### src/shared/port_pkg.sv
`default_nettype none
package port_pkg;
  // port geometry
  localparam int unsigned PORT_WIDTH      = 8;
  localparam int unsigned CHANGE_LO       = 4;
  localparam int unsigned CHANGE_WIDTH    = 4;
  // reset values
  localparam logic [7:0]  DIRECTION_RESET = 8'hff;
  localparam logic [7:0]  LATCH_RESET     = 8'h00;
  localparam logic        PULLUP_DIS_RST  = 1'b1;
  // field positions in the control registers
  localparam int unsigned PULLUP_BIT      = 7;
  localparam int unsigned CHANGE_FLAG_BIT = 0;
  // instruction cycle: four clock phases
  localparam int unsigned PHASES          = 4;
  localparam logic [1:0]  PHASE_ONE       = 2'h0;
  localparam logic [1:0]  PHASE_TWO       = 2'h1;
  localparam logic [1:0]  PHASE_FOUR      = 2'h3;
endpackage : port_pkg
`default_nettype wire

### src/shared/sync_if.sv
`default_nettype none
// raw pins in, synchronised levels out
interface sync_if #(parameter int unsigned W = 8);
  logic [W-1:0] raw;   // asynchronous pin levels
  logic [W-1:0] sync;  // levels after two flops
  modport owner (output raw, input sync);
  modport stage (input raw, output sync);
endinterface : sync_if
`default_nettype wire

### src/logic/gpio_port.sv
// Operation
// - eight pins, each input or output
// - direction one floats pin, zero drives latch
// - read gives pins, write goes to latch
// - writes are read-modify-write of pin levels
// - clearing option bit 7 enables pull-ups
// - output pins never get a pull-up
// - pull-ups disabled after power-on reset
// - change detect on upper input pins only
// - compare against value captured at last read or write
// - ORed mismatches set change flag, bit 0
// - change flag can wake from sleep
// - port access ends mismatch; software clears flag
// - persisting mismatch keeps setting the flag
// - change at read phase two may be missed
// - writes end cycle, reads sample at start
// - rst sets all direction bits; power-on alone does not
`default_nettype none
module gpio_port (
  // clock and reset
  input  wire logic                           clk,
  input  wire logic                           rst,
  input  wire logic                           por,
  // port data access from the core
  input  wire logic                           data_rd,
  input  wire logic                           data_wr,
  input  wire logic [port_pkg::PORT_WIDTH-1:0] data_wdata,
  output logic      [port_pkg::PORT_WIDTH-1:0] data_rdata,
  // direction register access
  input  wire logic                           dir_wr,
  input  wire logic [port_pkg::PORT_WIDTH-1:0] dir_wdata,
  output logic      [port_pkg::PORT_WIDTH-1:0] second_port_direction,
  // option and irq control bits
  input  wire logic                           option_wr,
  input  wire logic [7:0]                     option_wdata,
  output logic                                pullup_disable_n,
  input  wire logic                           flag_clr,
  output logic                                pin_change_irq_flag,
  input  wire logic                           sleeping,
  output logic                                wake,
  output logic      [1:0]                     phase,
  // pins
  input  wire logic [port_pkg::PORT_WIDTH-1:0] pin_in,
  output logic      [port_pkg::PORT_WIDTH-1:0] pin_out,
  output logic      [port_pkg::PORT_WIDTH-1:0] pin_oe,
  output logic      [port_pkg::PORT_WIDTH-1:0] pullup_en
);
  import port_pkg::*;

  ////////////////////////////////////////////////////////////////
  // declarations
  logic [PORT_WIDTH-1:0]   second_port_data;  // output latch
  logic [PORT_WIDTH-1:0]   pins_sync;         // synchronised pin levels
  logic [PORT_WIDTH-1:0]   sample_reg;        // pins taken at cycle start
  logic [CHANGE_WIDTH-1:0] old_reg;           // upper values at last read or write
  logic [CHANGE_WIDTH-1:0] mismatch;          // per-pin change compare
  logic                    any_change;        // ORed mismatch
  logic                    rd_pend_reg;       // read requested this cycle
  logic                    wr_pend_reg;       // write pending to cycle end
  logic [PORT_WIDTH-1:0]   wval_reg;          // value held for the write

  sync_if #(.W(PORT_WIDTH)) sif ();
  assign sif.raw   = pin_in;
  assign pins_sync = sif.sync;

  ////////////////////////////////////////////////////////////////
  // input synchroniser
  pin_sync u_sync (
    .clk (clk),
    .rst (rst),
    .bus (sif)
  );

  ////////////////////////////////////////////////////////////////
  // four-phase instruction cycle counter
  always_ff @(posedge clk or posedge rst) begin
    if (rst) begin
      phase <= PHASE_ONE;
    end else begin
      phase <= phase + 2'h1;
    end
  end

  ////////////////////////////////////////////////////////////////
  // requests are latched and served on their phases
  always_ff @(posedge clk or posedge rst) begin
    if (rst) begin
      rd_pend_reg <= 1'b0;
      wr_pend_reg <= 1'b0;
      wval_reg    <= 8'h00;
    end else begin
      // read request consumed at phase two
      if (data_rd) begin
        rd_pend_reg <= 1'b1;
      end else if (phase == PHASE_TWO) begin
        rd_pend_reg <= 1'b0;
      end
      // write request held until phase four
      if (data_wr) begin
        wr_pend_reg <= 1'b1;
        wval_reg    <= data_wdata;
      end else if (phase == PHASE_FOUR) begin
        wr_pend_reg <= 1'b0;
      end
    end
  end

  ////////////////////////////////////////////////////////////////
  // pins sampled at the start of each cycle
  always_ff @(posedge clk or posedge rst) begin
    if (rst) begin
      sample_reg <= 8'h00;
      data_rdata <= 8'h00;
    end else if (phase == PHASE_ONE) begin
      sample_reg <= pins_sync;
      data_rdata <= pins_sync;
    end
  end

  ////////////////////////////////////////////////////////////////
  // output latch: write at end of cycle, read-modify-write
  always_ff @(posedge clk or posedge rst) begin
    if (rst) begin
      second_port_data <= LATCH_RESET;
    end else if (wr_pend_reg && phase == PHASE_FOUR) begin
      // input pins take sampled level, outputs take the written bit
      second_port_data <= (wval_reg & ~second_port_direction)
                        | (sample_reg & second_port_direction);
    end
  end

  ////////////////////////////////////////////////////////////////
  // direction register, all inputs after rst (power-on alone leaves it)
  always_ff @(posedge clk or posedge rst) begin
    if (rst) begin
      second_port_direction <= DIRECTION_RESET;
    end else if (dir_wr) begin
      second_port_direction <= dir_wdata;
    end
  end

  ////////////////////////////////////////////////////////////////
  // pull-up control bit, disabled after reset and after power-on
  always_ff @(posedge clk or posedge rst) begin
    if (rst) begin
      pullup_disable_n <= PULLUP_DIS_RST;
    end else if (por) begin
      pullup_disable_n <= PULLUP_DIS_RST;
    end else if (option_wr) begin
      pullup_disable_n <= option_wdata[PULLUP_BIT];
    end
  end

  ////////////////////////////////////////////////////////////////
  // pin drivers and pull-ups
  always_ff @(posedge clk or posedge rst) begin
    if (rst) begin
      pin_out   <= LATCH_RESET;
      pin_oe    <= 8'h00;
      pullup_en <= 8'h00;
    end else begin
      pin_out   <= second_port_data;
      pin_oe    <= ~second_port_direction;
      pullup_en <= {PORT_WIDTH{~pullup_disable_n}} & second_port_direction;
    end
  end

  ////////////////////////////////////////////////////////////////
  // change compare on upper input pins
  always_comb begin
    mismatch = (pins_sync[CHANGE_LO +: CHANGE_WIDTH] ^ old_reg)
             & second_port_direction[CHANGE_LO +: CHANGE_WIDTH];
    any_change = |mismatch;
  end

  ////////////////////////////////////////////////////////////////
  // capture refreshed by any port access; read at phase two
  always_ff @(posedge clk or posedge rst) begin
    if (rst) begin
      old_reg <= 4'h0;
    end else if ((rd_pend_reg && phase == PHASE_TWO) || (wr_pend_reg && phase == PHASE_FOUR)) begin
      // a change landing on this edge is absorbed into the capture
      old_reg <= pins_sync[CHANGE_LO +: CHANGE_WIDTH];
    end
  end

  ////////////////////////////////////////////////////////////////
  // change flag: set beats clear, re-set while mismatch lasts
  always_ff @(posedge clk or posedge rst) begin
    if (rst) begin
      pin_change_irq_flag <= 1'b0;
    end else if (any_change) begin
      pin_change_irq_flag <= 1'b1;
    end else if (flag_clr) begin
      pin_change_irq_flag <= 1'b0;
    end
  end

  ////////////////////////////////////////////////////////////////
  // wake request while asleep
  always_ff @(posedge clk or posedge rst) begin
    if (rst) begin
      wake <= 1'b0;
    end else begin
      wake <= sleeping && (pin_change_irq_flag || any_change);
    end
  end

  ////////////////////////////////////////////////////////////////
  // assertions
  property p_dir_reset;
    @(posedge clk) $fell(rst) |-> second_port_direction == 8'hff;
  endproperty
  a_dir_reset: assert property (p_dir_reset) else $error("direction not all ones after reset");

  property p_drive;
    @(posedge clk) disable iff (rst) 1'b1 |=> pin_oe == ~$past(second_port_direction);
  endproperty
  a_drive: assert property (p_drive) else $error("driver enable wrong");

  property p_pull_out;
    @(posedge clk) disable iff (rst) 1'b1 |=> (pullup_en & pin_oe) == 8'h00;
  endproperty
  a_pull_out: assert property (p_pull_out) else $error("pull-up on output pin");

  property p_pull_on;
    @(posedge clk) disable iff (rst)
      (!pullup_disable_n && second_port_direction == 8'hff) ##1 $stable(second_port_direction)
      |-> pullup_en == 8'hff;
  endproperty
  a_pull_on: assert property (p_pull_on) else $error("pull-ups not enabled");

  property p_flag_set;
    @(posedge clk) disable iff (rst) any_change |=> pin_change_irq_flag;
  endproperty
  a_flag_set: assert property (p_flag_set) else $error("change flag not set");

  property p_flag_hold;
    @(posedge clk) disable iff (rst) (any_change && flag_clr) |=> pin_change_irq_flag;
  endproperty
  a_flag_hold: assert property (p_flag_hold) else $error("clear beat persisting mismatch");

  property p_wr_latch;
    @(posedge clk) disable iff (rst)
      (wr_pend_reg && phase == PHASE_FOUR && !dir_wr && !data_wr)
      |=> second_port_data == (($past(wval_reg) & ~second_port_direction)
                              | ($past(sample_reg) & second_port_direction));
  endproperty
  a_wr_latch: assert property (p_wr_latch) else $error("latch not read-modify-write");

  property p_upper_out;
    @(posedge clk) disable iff (rst)
      second_port_direction[7:4] == 4'h0 |-> !any_change;
  endproperty
  a_upper_out: assert property (p_upper_out) else $error("output pin caused change");

  property p_read_ends;
    @(posedge clk) disable iff (rst)
      (rd_pend_reg && phase == PHASE_TWO) ##1 $stable(pins_sync) ##0 $stable(second_port_direction)
      |-> !any_change;
  endproperty
  a_read_ends: assert property (p_read_ends) else $error("read did not end mismatch");

  property p_sample;
    @(posedge clk) disable iff (rst) phase == PHASE_ONE |=> data_rdata == $past(pins_sync);
  endproperty
  a_sample: assert property (p_sample) else $error("read not sampled at cycle start");

  property p_wake;
    @(posedge clk) disable iff (rst) (sleeping && pin_change_irq_flag) |=> wake;
  endproperty
  a_wake: assert property (p_wake) else $error("no wake on change");

  // no wake request is held once the core is awake
  property p_wake_off;
    @(posedge clk) disable iff (rst) !sleeping |=> !wake;
  endproperty
  a_wake_off: assert property (p_wake_off) else $error("wake while awake");

  // the phase counter steps once per clock, wrapping after phase four
  property p_phase_step;
    @(posedge clk) disable iff (rst) 1'b1 |=> phase == $past(phase) + 2'h1;
  endproperty
  a_phase_step: assert property (p_phase_step) else $error("phase counter skipped");

  // the latch only moves on the edge that ends an instruction
  property p_latch_hold;
    @(posedge clk) disable iff (rst) phase != PHASE_FOUR |=> $stable(second_port_data);
  endproperty
  a_latch_hold: assert property (p_latch_hold) else $error("latch moved mid-cycle");

  // a direction write lands on the next edge
  property p_dir_load;
    @(posedge clk) disable iff (rst) dir_wr |=> second_port_direction == $past(dir_wdata);
  endproperty
  a_dir_load: assert property (p_dir_load) else $error("direction write lost");

  // power-on forces the pull-ups off again
  property p_por_pull;
    @(posedge clk) disable iff (rst) por |=> pullup_disable_n;
  endproperty
  a_por_pull: assert property (p_por_pull) else $error("pull-ups left on after power-on");

  // a clear with no mismatch present drops the flag
  property p_flag_clear;
    @(posedge clk) disable iff (rst) (flag_clr && !any_change) |=> !pin_change_irq_flag;
  endproperty
  a_flag_clear: assert property (p_flag_clear) else $error("flag clear ignored");

  // a read captures the upper pin levels at phase two
  property p_rd_capture;
    @(posedge clk) disable iff (rst)
      (rd_pend_reg && phase == PHASE_TWO) |=> old_reg == $past(pins_sync[CHANGE_LO +: CHANGE_WIDTH]);
  endproperty
  a_rd_capture: assert property (p_rd_capture) else $error("read did not refresh capture");
endmodule : gpio_port
`default_nettype wire

### src/logic/pin_sync.sv
`default_nettype none
// two-flop synchroniser for a group of pins
module pin_sync (
  // clock and reset
  input  wire logic clk,
  input  wire logic rst,
  // pins
  sync_if.stage     bus
);
  import port_pkg::*;
  logic [PORT_WIDTH-1:0] first_reg;   // metastable stage, read only by second
  logic [PORT_WIDTH-1:0] second_reg;  // stable stage

  ////////////////////////////////////////////////////////////////
  // both stages reset to zero
  always_ff @(posedge clk or posedge rst) begin
    if (rst) begin
      first_reg  <= 8'h00;
      second_reg <= 8'h00;
    end else begin
      first_reg  <= bus.raw;
      second_reg <= first_reg;
    end
  end
  assign bus.sync = second_reg;
endmodule : pin_sync
`default_nettype wire

### config.mk
export PLATFORM = sky130hd
export DESIGN_NAME = gpio_port
export DESIGN_NICKNAME = d
export VERILOG_FILES = /design/src/shared/port_pkg.sv /design/src/shared/sync_if.sv /design/src/logic/gpio_port.sv /design/src/logic/pin_sync.sv
export SDC_FILE = /design/constraint.sdc
export NUM_CORES = 1
export LEC_CHECK = 0
export BUFFER_PORTS_ARGS = -buffer_cell sky130_fd_sc_hd__clkbuf_2
export CAP_MARGIN = 20
export CORE_ASPECT_RATIO = 1.5
export CORE_UTILIZATION = 47
export CTS_BUF_LIST = sky130_fd_sc_hd__clkbuf_2
export DETAILED_ROUTE_END_ITERATION = 12
export PLACE_DENSITY = 0.79
export SLEW_MARGIN = 20
export SYNTH_ARGS = -nofsm -noshare
export SYNTH_HDL_FRONTEND = slang
export SYNTH_SLANG_ARGS = --single-unit
### constraint.sdc
create_clock -name clk -period 2.5 [get_ports clk]
set_clock_uncertainty 0.15 [all_clocks]
set_input_delay 0.5 -clock clk [delete_from_list [all_inputs] [get_ports clk]]
set_output_delay 0.5 -clock clk [all_outputs]
set_load 0.02 [all_outputs]
======== Word level (Yosys, flattened, before mapping) ========
Cells that the tools add are included.
cells by class
  equality and inequality tests ........... 2
  reductions and logical operators ........ 11
  add/subtract/negate cells ............... 1
  muxes and demuxes ....................... 8
  bitwise logic cells ..................... 8
operator list
  kind                                                  count
  bitwise AND 8 bit                                     3
  two-way mux 1 bit                                     8
  NOT 8 bit                                             1
  bitwise OR 8 bit                                      1
  nonzero test 2 bit                                    4
  bitwise AND 4 bit                                     1
  OR reduction 4 bit                                    1
  XOR 4 bit                                             1
  logical AND 1 bit                                     3
  adder 2 x 1 -> 2 bit (second input constant)          1
  equality test 2 x 1 -> 1 bit (second input constant)  1
  equality test 2 bit (second input constant)           1
  logical NOT 2 bit                                     1
  logical OR 1 bit                                      2
  NOT 1 bit                                             1
storage, ports and cells
  output and inout bits ................... 45
  bits of input ports ..................... 41
  word-level logic and storage cells ...... 46
  bits in registers ....................... 83

======== Logic depth before layout (Yosys ltp) ========
Gate-level depths: netlist (run 1).
  word-level depth ........................ 5
  mapped depth ............................ 6

======== Cells and area by module ========
Synthesis (run 1) repeated with hierarchy kept, for this count alone.
unflattened totals
  cell total of the unflattened synthesis .. 190
  area total of the unflattened synthesis .. 2,813.9 um^2
modules (own cells, without submodules)
  module     instances  sequential area each (um^2)  cells an instance  area an instance (um^2)
  gpio_port  1          1,687.9                      173                2,409.8
  pin_sync   1          400.4                        17                 404.1

======== Least setup slack after synthesis (run 1) ========
No wires, ideal clock.
  path kind ............................... flip-flop to flip-flop
  from .................................... reg phase[0]
  to ...................................... reg old_reg[0]
  cell stages (with the launch flop) ...... 6
  slack ................................... 793 ps
  setup time .............................. 125 ps
  arrival ................................. 1,433 ps
  clock period less this slack ............ 1,707 ps
  path through ............................ dfrtp_1 -> ha_1 -> and2_4 -> buf_6 -> a21oi_4 -> mux2_2
on the way
  word-level cells in the longest chain between the ends .. 3
  elaborated cells on any way between the ends .. 5
RTL lines
  what                                                                 RTL line          source
  from (decl)                                                          gpio_port.sv:41   output logic [1:0] phase,
  from (signal assigned)                                               gpio_port.sv:80   phase <= phase + 2'h1;
  equality test 2 x 1 -> 1 bit or equality test 2 bit (tied branches)  gpio_port.sv:181  end else if ((rd_pend_reg && phase == PHASE_TWO) || (wr_pend_reg && phase == PHASE_FOUR)) begin
  logical AND 1 bit                                                    gpio_port.sv:181
  logical OR 1 bit *                                                   gpio_port.sv:181
  to (signal assigned)                                                 gpio_port.sv:183  old_reg <= pins_sync[CHANGE_LO +: CHANGE_WIDTH];
  to (decl)                                                            gpio_port.sv:55   logic [CHANGE_WIDTH-1:0] old_reg;
Every way passes the cells marked *; elsewhere a longest branch is shown, timed or not.
A chain may end at the register's enable or synchronous reset.

======== Final worst setup path (run 1) ========
  from .................................... reg pullup_disable_n
  to ...................................... out pullup_disable_n
RTL lines
  what                    RTL line          source
  from (decl)             gpio_port.sv:36   output logic pullup_disable_n,
  from (signal assigned)  gpio_port.sv:150  pullup_disable_n <= option_wdata[PULLUP_BIT];
No word-level cell between the ends.

==> metrics.txt, run 1 <==
setup repair after global routing missed its margin=no; clock latency reported for the late side of the worst-skew pair=~500 ps; critical path buffer and inverter count=1; Hold/Removal Path Class=in -> reg; sum of internal, switching and leakage power=2478 uW; Tcrit/Tclk final=80.33%; share of synthesized cell area in and, or, nand and nor gates=under 10%; wire length of the first global-routing pass=7728 um; Async SR Flop Fraction=100.0%; synthesized area per cell=about 15 sq um; clock tree sinks=83; list of cells traversed by the critical path=clkbuf_2; power per standard cell area=roughly 700 mW/mm^2; placed inst area=roughly 0.0033 sq mm; remaining global-route overflow=0; shortest clock period the worst path allows after layout=~2000 ps; WP data required=approximately 1900 ps; xor and xnor fraction of the mapped netlist area=between 1 and 1.5%; last weighted congestion value of the routability-driven placer=0.8086; worst hold slack=42.50 ps; worst supply voltage drop on vdd=0.3677 mV; compound-cell area share of the yosys netlist=approximately 5.3%; number of inserted diodes=0; Root Buffer=sky130_fd_sc_hd__clkbuf_2; gate count of the mapped netlist=around 190; Main synth FF type=sky130_fd_sc_hd__dfrtp_1; post-route insts no fill=about 370; WP data arrival=approximately 1400 ps; vias per inst=around 4.7; Seq cells post-synth=between 80 and 90; number of unique standard cell types used by synthesis=22; Final Net Count=about 330; combined area of the multi-input logic cells=roughly 630 sq um; y dimension of the die=between 90 and 100 um; Worst slew margin=between 60% and 70%; top-count cell post-synth=sky130_fd_sc_hd__dfrtp_1; main combinational cell family by area after synthesis=multiplexers; highest cell delay on the worst timing path=~680 ps; Max Slew Vio Count=0; fill cell count=498; remaining antenna violation count after routing=0; class of the most critical setup path=reg -> out; cell type with the highest aggregate area in the netlist=sky130_fd_sc_hd__dfrtp_1; initial antenna violation count=0; maximum fanout along the worst path=10; maximum clock frequency=roughly 0.5 GHz; Cell Count Post-Placement=336; Die Span X=between 60 and 70 um; Synth Net Count=roughly 230; clock-pin slew on the worst setup and hold paths=~190 ps; total wire length after detailed routing=4754 um; Yosys warning total=0; pin count of the biggest net entering global routing=37; sequential share of the synthesized area=74.31%; adder-cell share of the synthesized area=1.336%; proportion of layout cells with a drive suffix above 1=between 40% and 50%; H-tree depth reported by CTS=3; final-layout setup total negative slack=0 ps; clock tree from TritonCTS=done; EDFF count, synth=0; most used standard cells in the synthesized netlist=sky130_fd_sc_hd__dfrtp_1 (74), sky130_fd_sc_hd__mux2_2 (20), sky130_fd_sc_hd__nor2_1 (16), sky130_fd_sc_hd__inv_1 (15), sky130_fd_sc_hd__dfstp_2 (9); standard cell core area=0.005786 sq mm; HPWL Detailed=around 3500 um; mux share of post-synthesis cell area=10.86%; initial core utilization=between 40 and 50%; clock buffer depth=2; number of global-route vias before repair=1,730; area share of the largest cell type after synthesis=65.89%; Area Overhead vs Synth=26.45%; Post-route DRC=0; total routing usage reported by global routing=between 15 and 20%; number of buffers inserted during clock tree synthesis=9; detailed-routing iteration count for the pre-antenna-repair pass=4; top cells by area in the synthesized netlist=sky130_fd_sc_hd__dfrtp_1 (66%), sky130_fd_sc_hd__dfstp_2 (8.4%), sky130_fd_sc_hd__mux2_2 (8.0%), sky130_fd_sc_hd__mux2i_1 (2.8%), sky130_fd_sc_hd__nor2_1 (2.1%); final number of setup-violating endpoints=0; slowest cell on the critical path=sky130_fd_sc_hd__dfstp_2; num ports=86; IO Port Bufs=roughly 80; category of cells accounting for the largest share of critical-path delay=flip-flops; average wire per standard cell=approximately 13 um; num rows=34; number of max-capacitance violations reported=0; total via count in the routed design=roughly 1,700; register area=0.002088 sq mm; initial drt markers=60; CP Launch Type=register; Post-Layout Inst Area=about 0.0036 sq mm; leakage=0.001756 uW; outcome=finished clean; Mapped Area=around 0.0028 sq mm; Crit. End Element=output pin; post-CTS repair timing setup buffer count=0; area of the die=0.006299 sq mm; measured slew at the worst slew-check pin=approximately 470 ps; Final Hold Vio Count=0
==> logic make-up (layout without fill, tap and decap cells) <==
kind of cell,count (synthesis),in the layout
AOI/OAI and AO/OA,24,24
DFF,83,83
muxes,28,28
xor gates and xnor gates,4,4
buffers and inverters,21,127
adders and majority gates,3,3
and+or+nand+nor,26,26
==> metal layers <==
metal / share of wire [%] / track usage [%]
met5: 0 / 0
met4: 3.2 / 12.71
met3: 3.3 / 2.948
met2: 51 / 27.64
met1: 42 / 19.23
==> cell type report <==
| cell class | count | area share (%) |
|---|---|---|
| clock inverters | 6 | 1.620 |
| well taps | 72 | 2.535 |
| inverters | 15 | 1.690 |
| multi-input cells | 85 | 17.78 |
| repair buffers | 96 | 16.20 |
| clock buffers | 10 | 1.408 |
| flip-flops and latches | 83 | 58.77 |
==> timing repair <==
item	4_1_cts	5_1_grt
hold buffers	15	0
hold endpoints to repair	29	0
endpoints found under the setup margin	0	0
resized for setup	0	0
==> power breakdown <==
group	switching (uW)	internal [uW]
clock network	418	226
registers	59.6	1460
logic	182	132
==> worst register-to-register path: cells and delay by family (launching register included) <==
kind            cells  cell delay [ps]
flops               1              450
compound gates      1              190
simple gates        1              200
mux                 1              360
fa+ha+maj           1              230
==> cell usage in the layout (no fill, tap or decap) <==
cell type                       Yosys  layout
sky130_fd_sc_hd__a21oi_4            1       1
sky130_fd_sc_hd__a31oi_1            1       1
sky130_fd_sc_hd__o21ai_0            8       8
sky130_fd_sc_hd__dfrtp_1           74      74
sky130_fd_sc_hd__a21oi_1            8       8
sky130_fd_sc_hd__bufinv_16          0       1
sky130_fd_sc_hd__buf_4              0       2
sky130_fd_sc_hd__ha_1               3       3
sky130_fd_sc_hd__inv_1             15      14
sky130_fd_sc_hd__clkbuf_2           0      88
sky130_fd_sc_hd__xor2_1             4       4
sky130_fd_sc_hd__nor2b_1            1       1
sky130_fd_sc_hd__a211o_1            1       1
sky130_fd_sc_hd__mux2_2            20      20
sky130_fd_sc_hd__and2_4             1       1
sky130_fd_sc_hd__dlygate4sd3_1      0      15
sky130_fd_sc_hd__buf_12             0       1
sky130_fd_sc_hd__o211ai_1           1       1
sky130_fd_sc_hd__dfstp_2            9       9
sky130_fd_sc_hd__a22oi_1            2       2
sky130_fd_sc_hd__clkinvlp_4         0       3
sky130_fd_sc_hd__mux2i_1            8       8
sky130_fd_sc_hd__a21o_1             2       2
sky130_fd_sc_hd__clkinv_2           0       1
sky130_fd_sc_hd__clkinv_1           0       2
sky130_fd_sc_hd__nand2_1            8       8
sky130_fd_sc_hd__nor2_1            16      16
==> path summary, 6_finish.rpt <==
check                      slack (ps)  cells after the start                start                       end
hold / removal                     40                      3         dir_wdata[6]  second_port_direction[6]
setup / recovery                  490                      1     pullup_disable_n          pullup_disable_n
min in group asynchronous         380                      3                  rst                 pin_oe[3]
max in group asynchronous        1200                      4                  rst  second_port_direction[7]
hold reg to reg                   220                      0  u_sync.first_reg[6]        u_sync.bus.sync[6]
setup reg to reg                  840                      4             phase[0]                old_reg[0]
==> per-stage QoR <==
stage | setup WS [ps] | utilization [%]
floorplan | 792.7 | -
global placement | 884.1 | 56.96
detailed placement | 849.4 | 56.96
CTS | 423.7 | 61.42
global route | 381.9 | 61.42
finish | 491.6 | 61.42
No activity file was read; power rests on OpenSTA's default activity.
==> inputs of run 2 (changes only) <==
--- a/config.mk
+++ b/config.mk
@@ -8,10 +8,10 @@
 export BUFFER_PORTS_ARGS = -buffer_cell sky130_fd_sc_hd__clkbuf_2
 export CAP_MARGIN = 20
 export CORE_ASPECT_RATIO = 1.5
-export CORE_UTILIZATION = 47
+export CORE_UTILIZATION = 52
 export CTS_BUF_LIST = sky130_fd_sc_hd__clkbuf_2
 export DETAILED_ROUTE_END_ITERATION = 12
-export PLACE_DENSITY = 0.79
+export PLACE_DENSITY = 0.83
 export SLEW_MARGIN = 20
 export SYNTH_ARGS = -nofsm -noshare
 export SYNTH_HDL_FRONTEND = slang
==> constraint.sdc (replaced) <==
create_clock -name clk -period 2.1 [get_ports clk]
set_clock_uncertainty 0.15 [all_clocks]
set_input_delay 0.42 -clock clk [delete_from_list [all_inputs] [get_ports clk]]
set_output_delay 0.42 -clock clk [all_outputs]
set_load 0.02 [all_outputs]
==> metrics.txt, run 2 (synthesis gave the netlist of run 1 again) <==
most utilized layer in the global route result=met2; hold-fix buffers at CTS=30; met3 GRT Util=4.090%; power per standard cell area=887.2 mW/mm^2; critical path depth=1; Hold/Removal Path Class=in -> reg; category of cells accounting for the largest share of critical-path delay=flip-flops; initial drt markers=between 60 and 70; worst supply voltage drop on vdd=~0.48 mV; commonest non-fill, non-tap cells in the layout=sky130_fd_sc_hd__clkbuf_2 (87), sky130_fd_sc_hd__dfrtp_1 (74), sky130_fd_sc_hd__dlygate4sd3_1 (30), sky130_fd_sc_hd__mux2_2 (20), sky130_fd_sc_hd__nor2_1 (16); y dimension of the die=92.04 um; worst hold slack=just under 90 ps; clock latency reported for the late side of the worst-skew pair=about 530 ps; hold path depth=2; clock tree from TritonCTS=done; Root Buffer=sky130_fd_sc_hd__clkbuf_2; Final Hold Vio Count=0; shortest clock period the worst path allows after layout=1970 ps; leakage=between 0.0015 and 0.002 uW; number of global-route vias before repair=roughly 1,800; IO Port Bufs=around 80; proportion of layout cells with a drive suffix above 1=about two fifths; cells on worst reg2reg path=3; number of inserted diodes=0; placed inst area=0.003303 sq mm; initial antenna violation count=0; met1 usage in global routing=roughly 24%; H-tree depth reported by CTS=3; final-layout setup total negative slack=0 ps; Area Overhead vs Synth=34.82%; maximum clock frequency=between 0.5 and 0.6 GHz; post-route insts no fill=378; CP Launch Type=register; Worst slew margin=between 60% and 70%; area of the die=roughly 0.0057 sq mm; flop2flop setup slack=about 380 ps; post-cts sizing count=0; post-CTS repair timing setup buffer count=0; fill cell count=between 300 and 400; vias per inst=4.765; initial core utilization=about 54%; worst-case setup margin in the final layout=129.6 ps; final number of setup-violating endpoints=0; num rows=32; clock buffer depth=2; HPWL Detailed=between 3000 and 4000 um; number of max-capacitance violations reported=0; maximum fanout along the worst path=10; most common cell after layout, fill and taps aside=sky130_fd_sc_hd__clkbuf_2; Critical Path End=pullup_disable_n; pin count of the biggest net entering global routing=27; average wire per standard cell=roughly 14 um; WP data required=1530 ps; number of buffers inserted during clock tree synthesis=9; total routing usage reported by global routing=roughly a fifth; detailed-routing iteration count for the pre-antenna-repair pass=4; total wire length after detailed routing=around 5200 um; wire length of the first global-routing pass=roughly 8200 um; Max Slew Vio Count=0; Tcrit/Tclk final=93.83%; total via count in the routed design=1,801; standard cell core area=0.005165 sq mm; highest cell delay on the worst timing path=~700 ps; Place WS=roughly 450 ps; outcome=finished clean; setup repair after global routing missed its margin=no; Die Span X=62.03 um; Cell Count Post-Placement=between 300 and 400; Crit. End Element=output pin; remaining global-route overflow=0; last weighted congestion value of the routability-driven placer=0.7886; WP data arrival=roughly 1400 ps; list of cells traversed by the critical path=clkbuf_2; Worst Setup SP=pullup_disable_n; met2 GRT Util=roughly 33%; slowest cell on the critical path=sky130_fd_sc_hd__dfstp_2; Post-route DRC=0; Final Net Count=around 350; clock-pin slew on the worst setup and hold paths=220 ps; Post-Layout Inst Area=roughly 0.0038 sq mm; RR Endpoint=pullup_disable_n; measured slew at the worst slew-check pin=461.7 ps; clock tree sinks=83; class of the most critical setup path=reg -> out; remaining antenna violation count after routing=0; launching point of the worst reg2reg path=pullup_disable_n; critical path buffer and inverter count=1; num ports=86
-- run 2: cell count changes in the layout (fill, tap and decap cells not counted) --
cell                            delta
sky130_fd_sc_hd__dlygate4sd3_1    +15
sky130_fd_sc_hd__clkinv_4          +1
sky130_fd_sc_hd__clkinv_1          -1
sky130_fd_sc_hd__clkbuf_2          -1
sky130_fd_sc_hd__clkinv_2          -1
sky130_fd_sc_hd__buf_4             -1
sky130_fd_sc_hd__clkinvlp_4        -1
sky130_fd_sc_hd__bufinv_16         +3
sky130_fd_sc_hd__buf_12            +1
-- run 2: worst min path at each step --
stage / start / end / slack [ps]
final: dir_wr / second_port_direction[2] / 90
after global routing: dir_wr / second_port_direction[6] / 120
after CTS: dir_wr / second_port_direction[2] / 70
after detailed placement: u_sync.first_reg[2] / u_sync.bus.sync[2] / 180
after global placement: u_sync.first_reg[6] / u_sync.bus.sync[6] / 180
after floorplan: u_sync.first_reg[0] / u_sync.bus.sync[0] / 180
-- run 2: stage by stage --
stage,total power (uW),util (%)
2_1_floorplan,2045,-
3_3_place_gp,2182,63.95
3_5_place_dp,2199,63.95
4_1_cts,3387,73.35
5_1_grt,3501,73.35
6_report,3361,73.35
-- run 2: where the power goes --
| part | internal, uW | switching (uW) |
|---|---|---|
| clock | 630 | 512 |
| combinational | 178 | 228 |
| sequential | 1740 | 74.0 |
-- run 2: layout make-up --
class / instances / area, sq um / area share, %
Sequential cell: 83 / 2088 / 55.12
Timing Repair Buffer: 111 / 738.2 / 19.48
Multi-Input combinational cell: 85 / 631.9 / 16.68
Clock inverter: 7 / 140.1 / 3.699
Tap cell: 68 / 85.08 / 2.246
Inverter: 15 / 60.06 / 1.585
Clock buffer: 9 / 45.04 / 1.189
-- run 2: per-layer routing --
| layer | share of wire [%] | routed length, um | vias up |
|---|---|---|---|
| li1 | - | - | 852 |
| met1 | 39 | 2043 | 865 |
| met2 | 52 | 2706 | 64 |
| met3 | 4.4 | 229 | 20 |
| met4 | 4.0 | 208 | 0 |
| met5 | 0 | 0 | - |
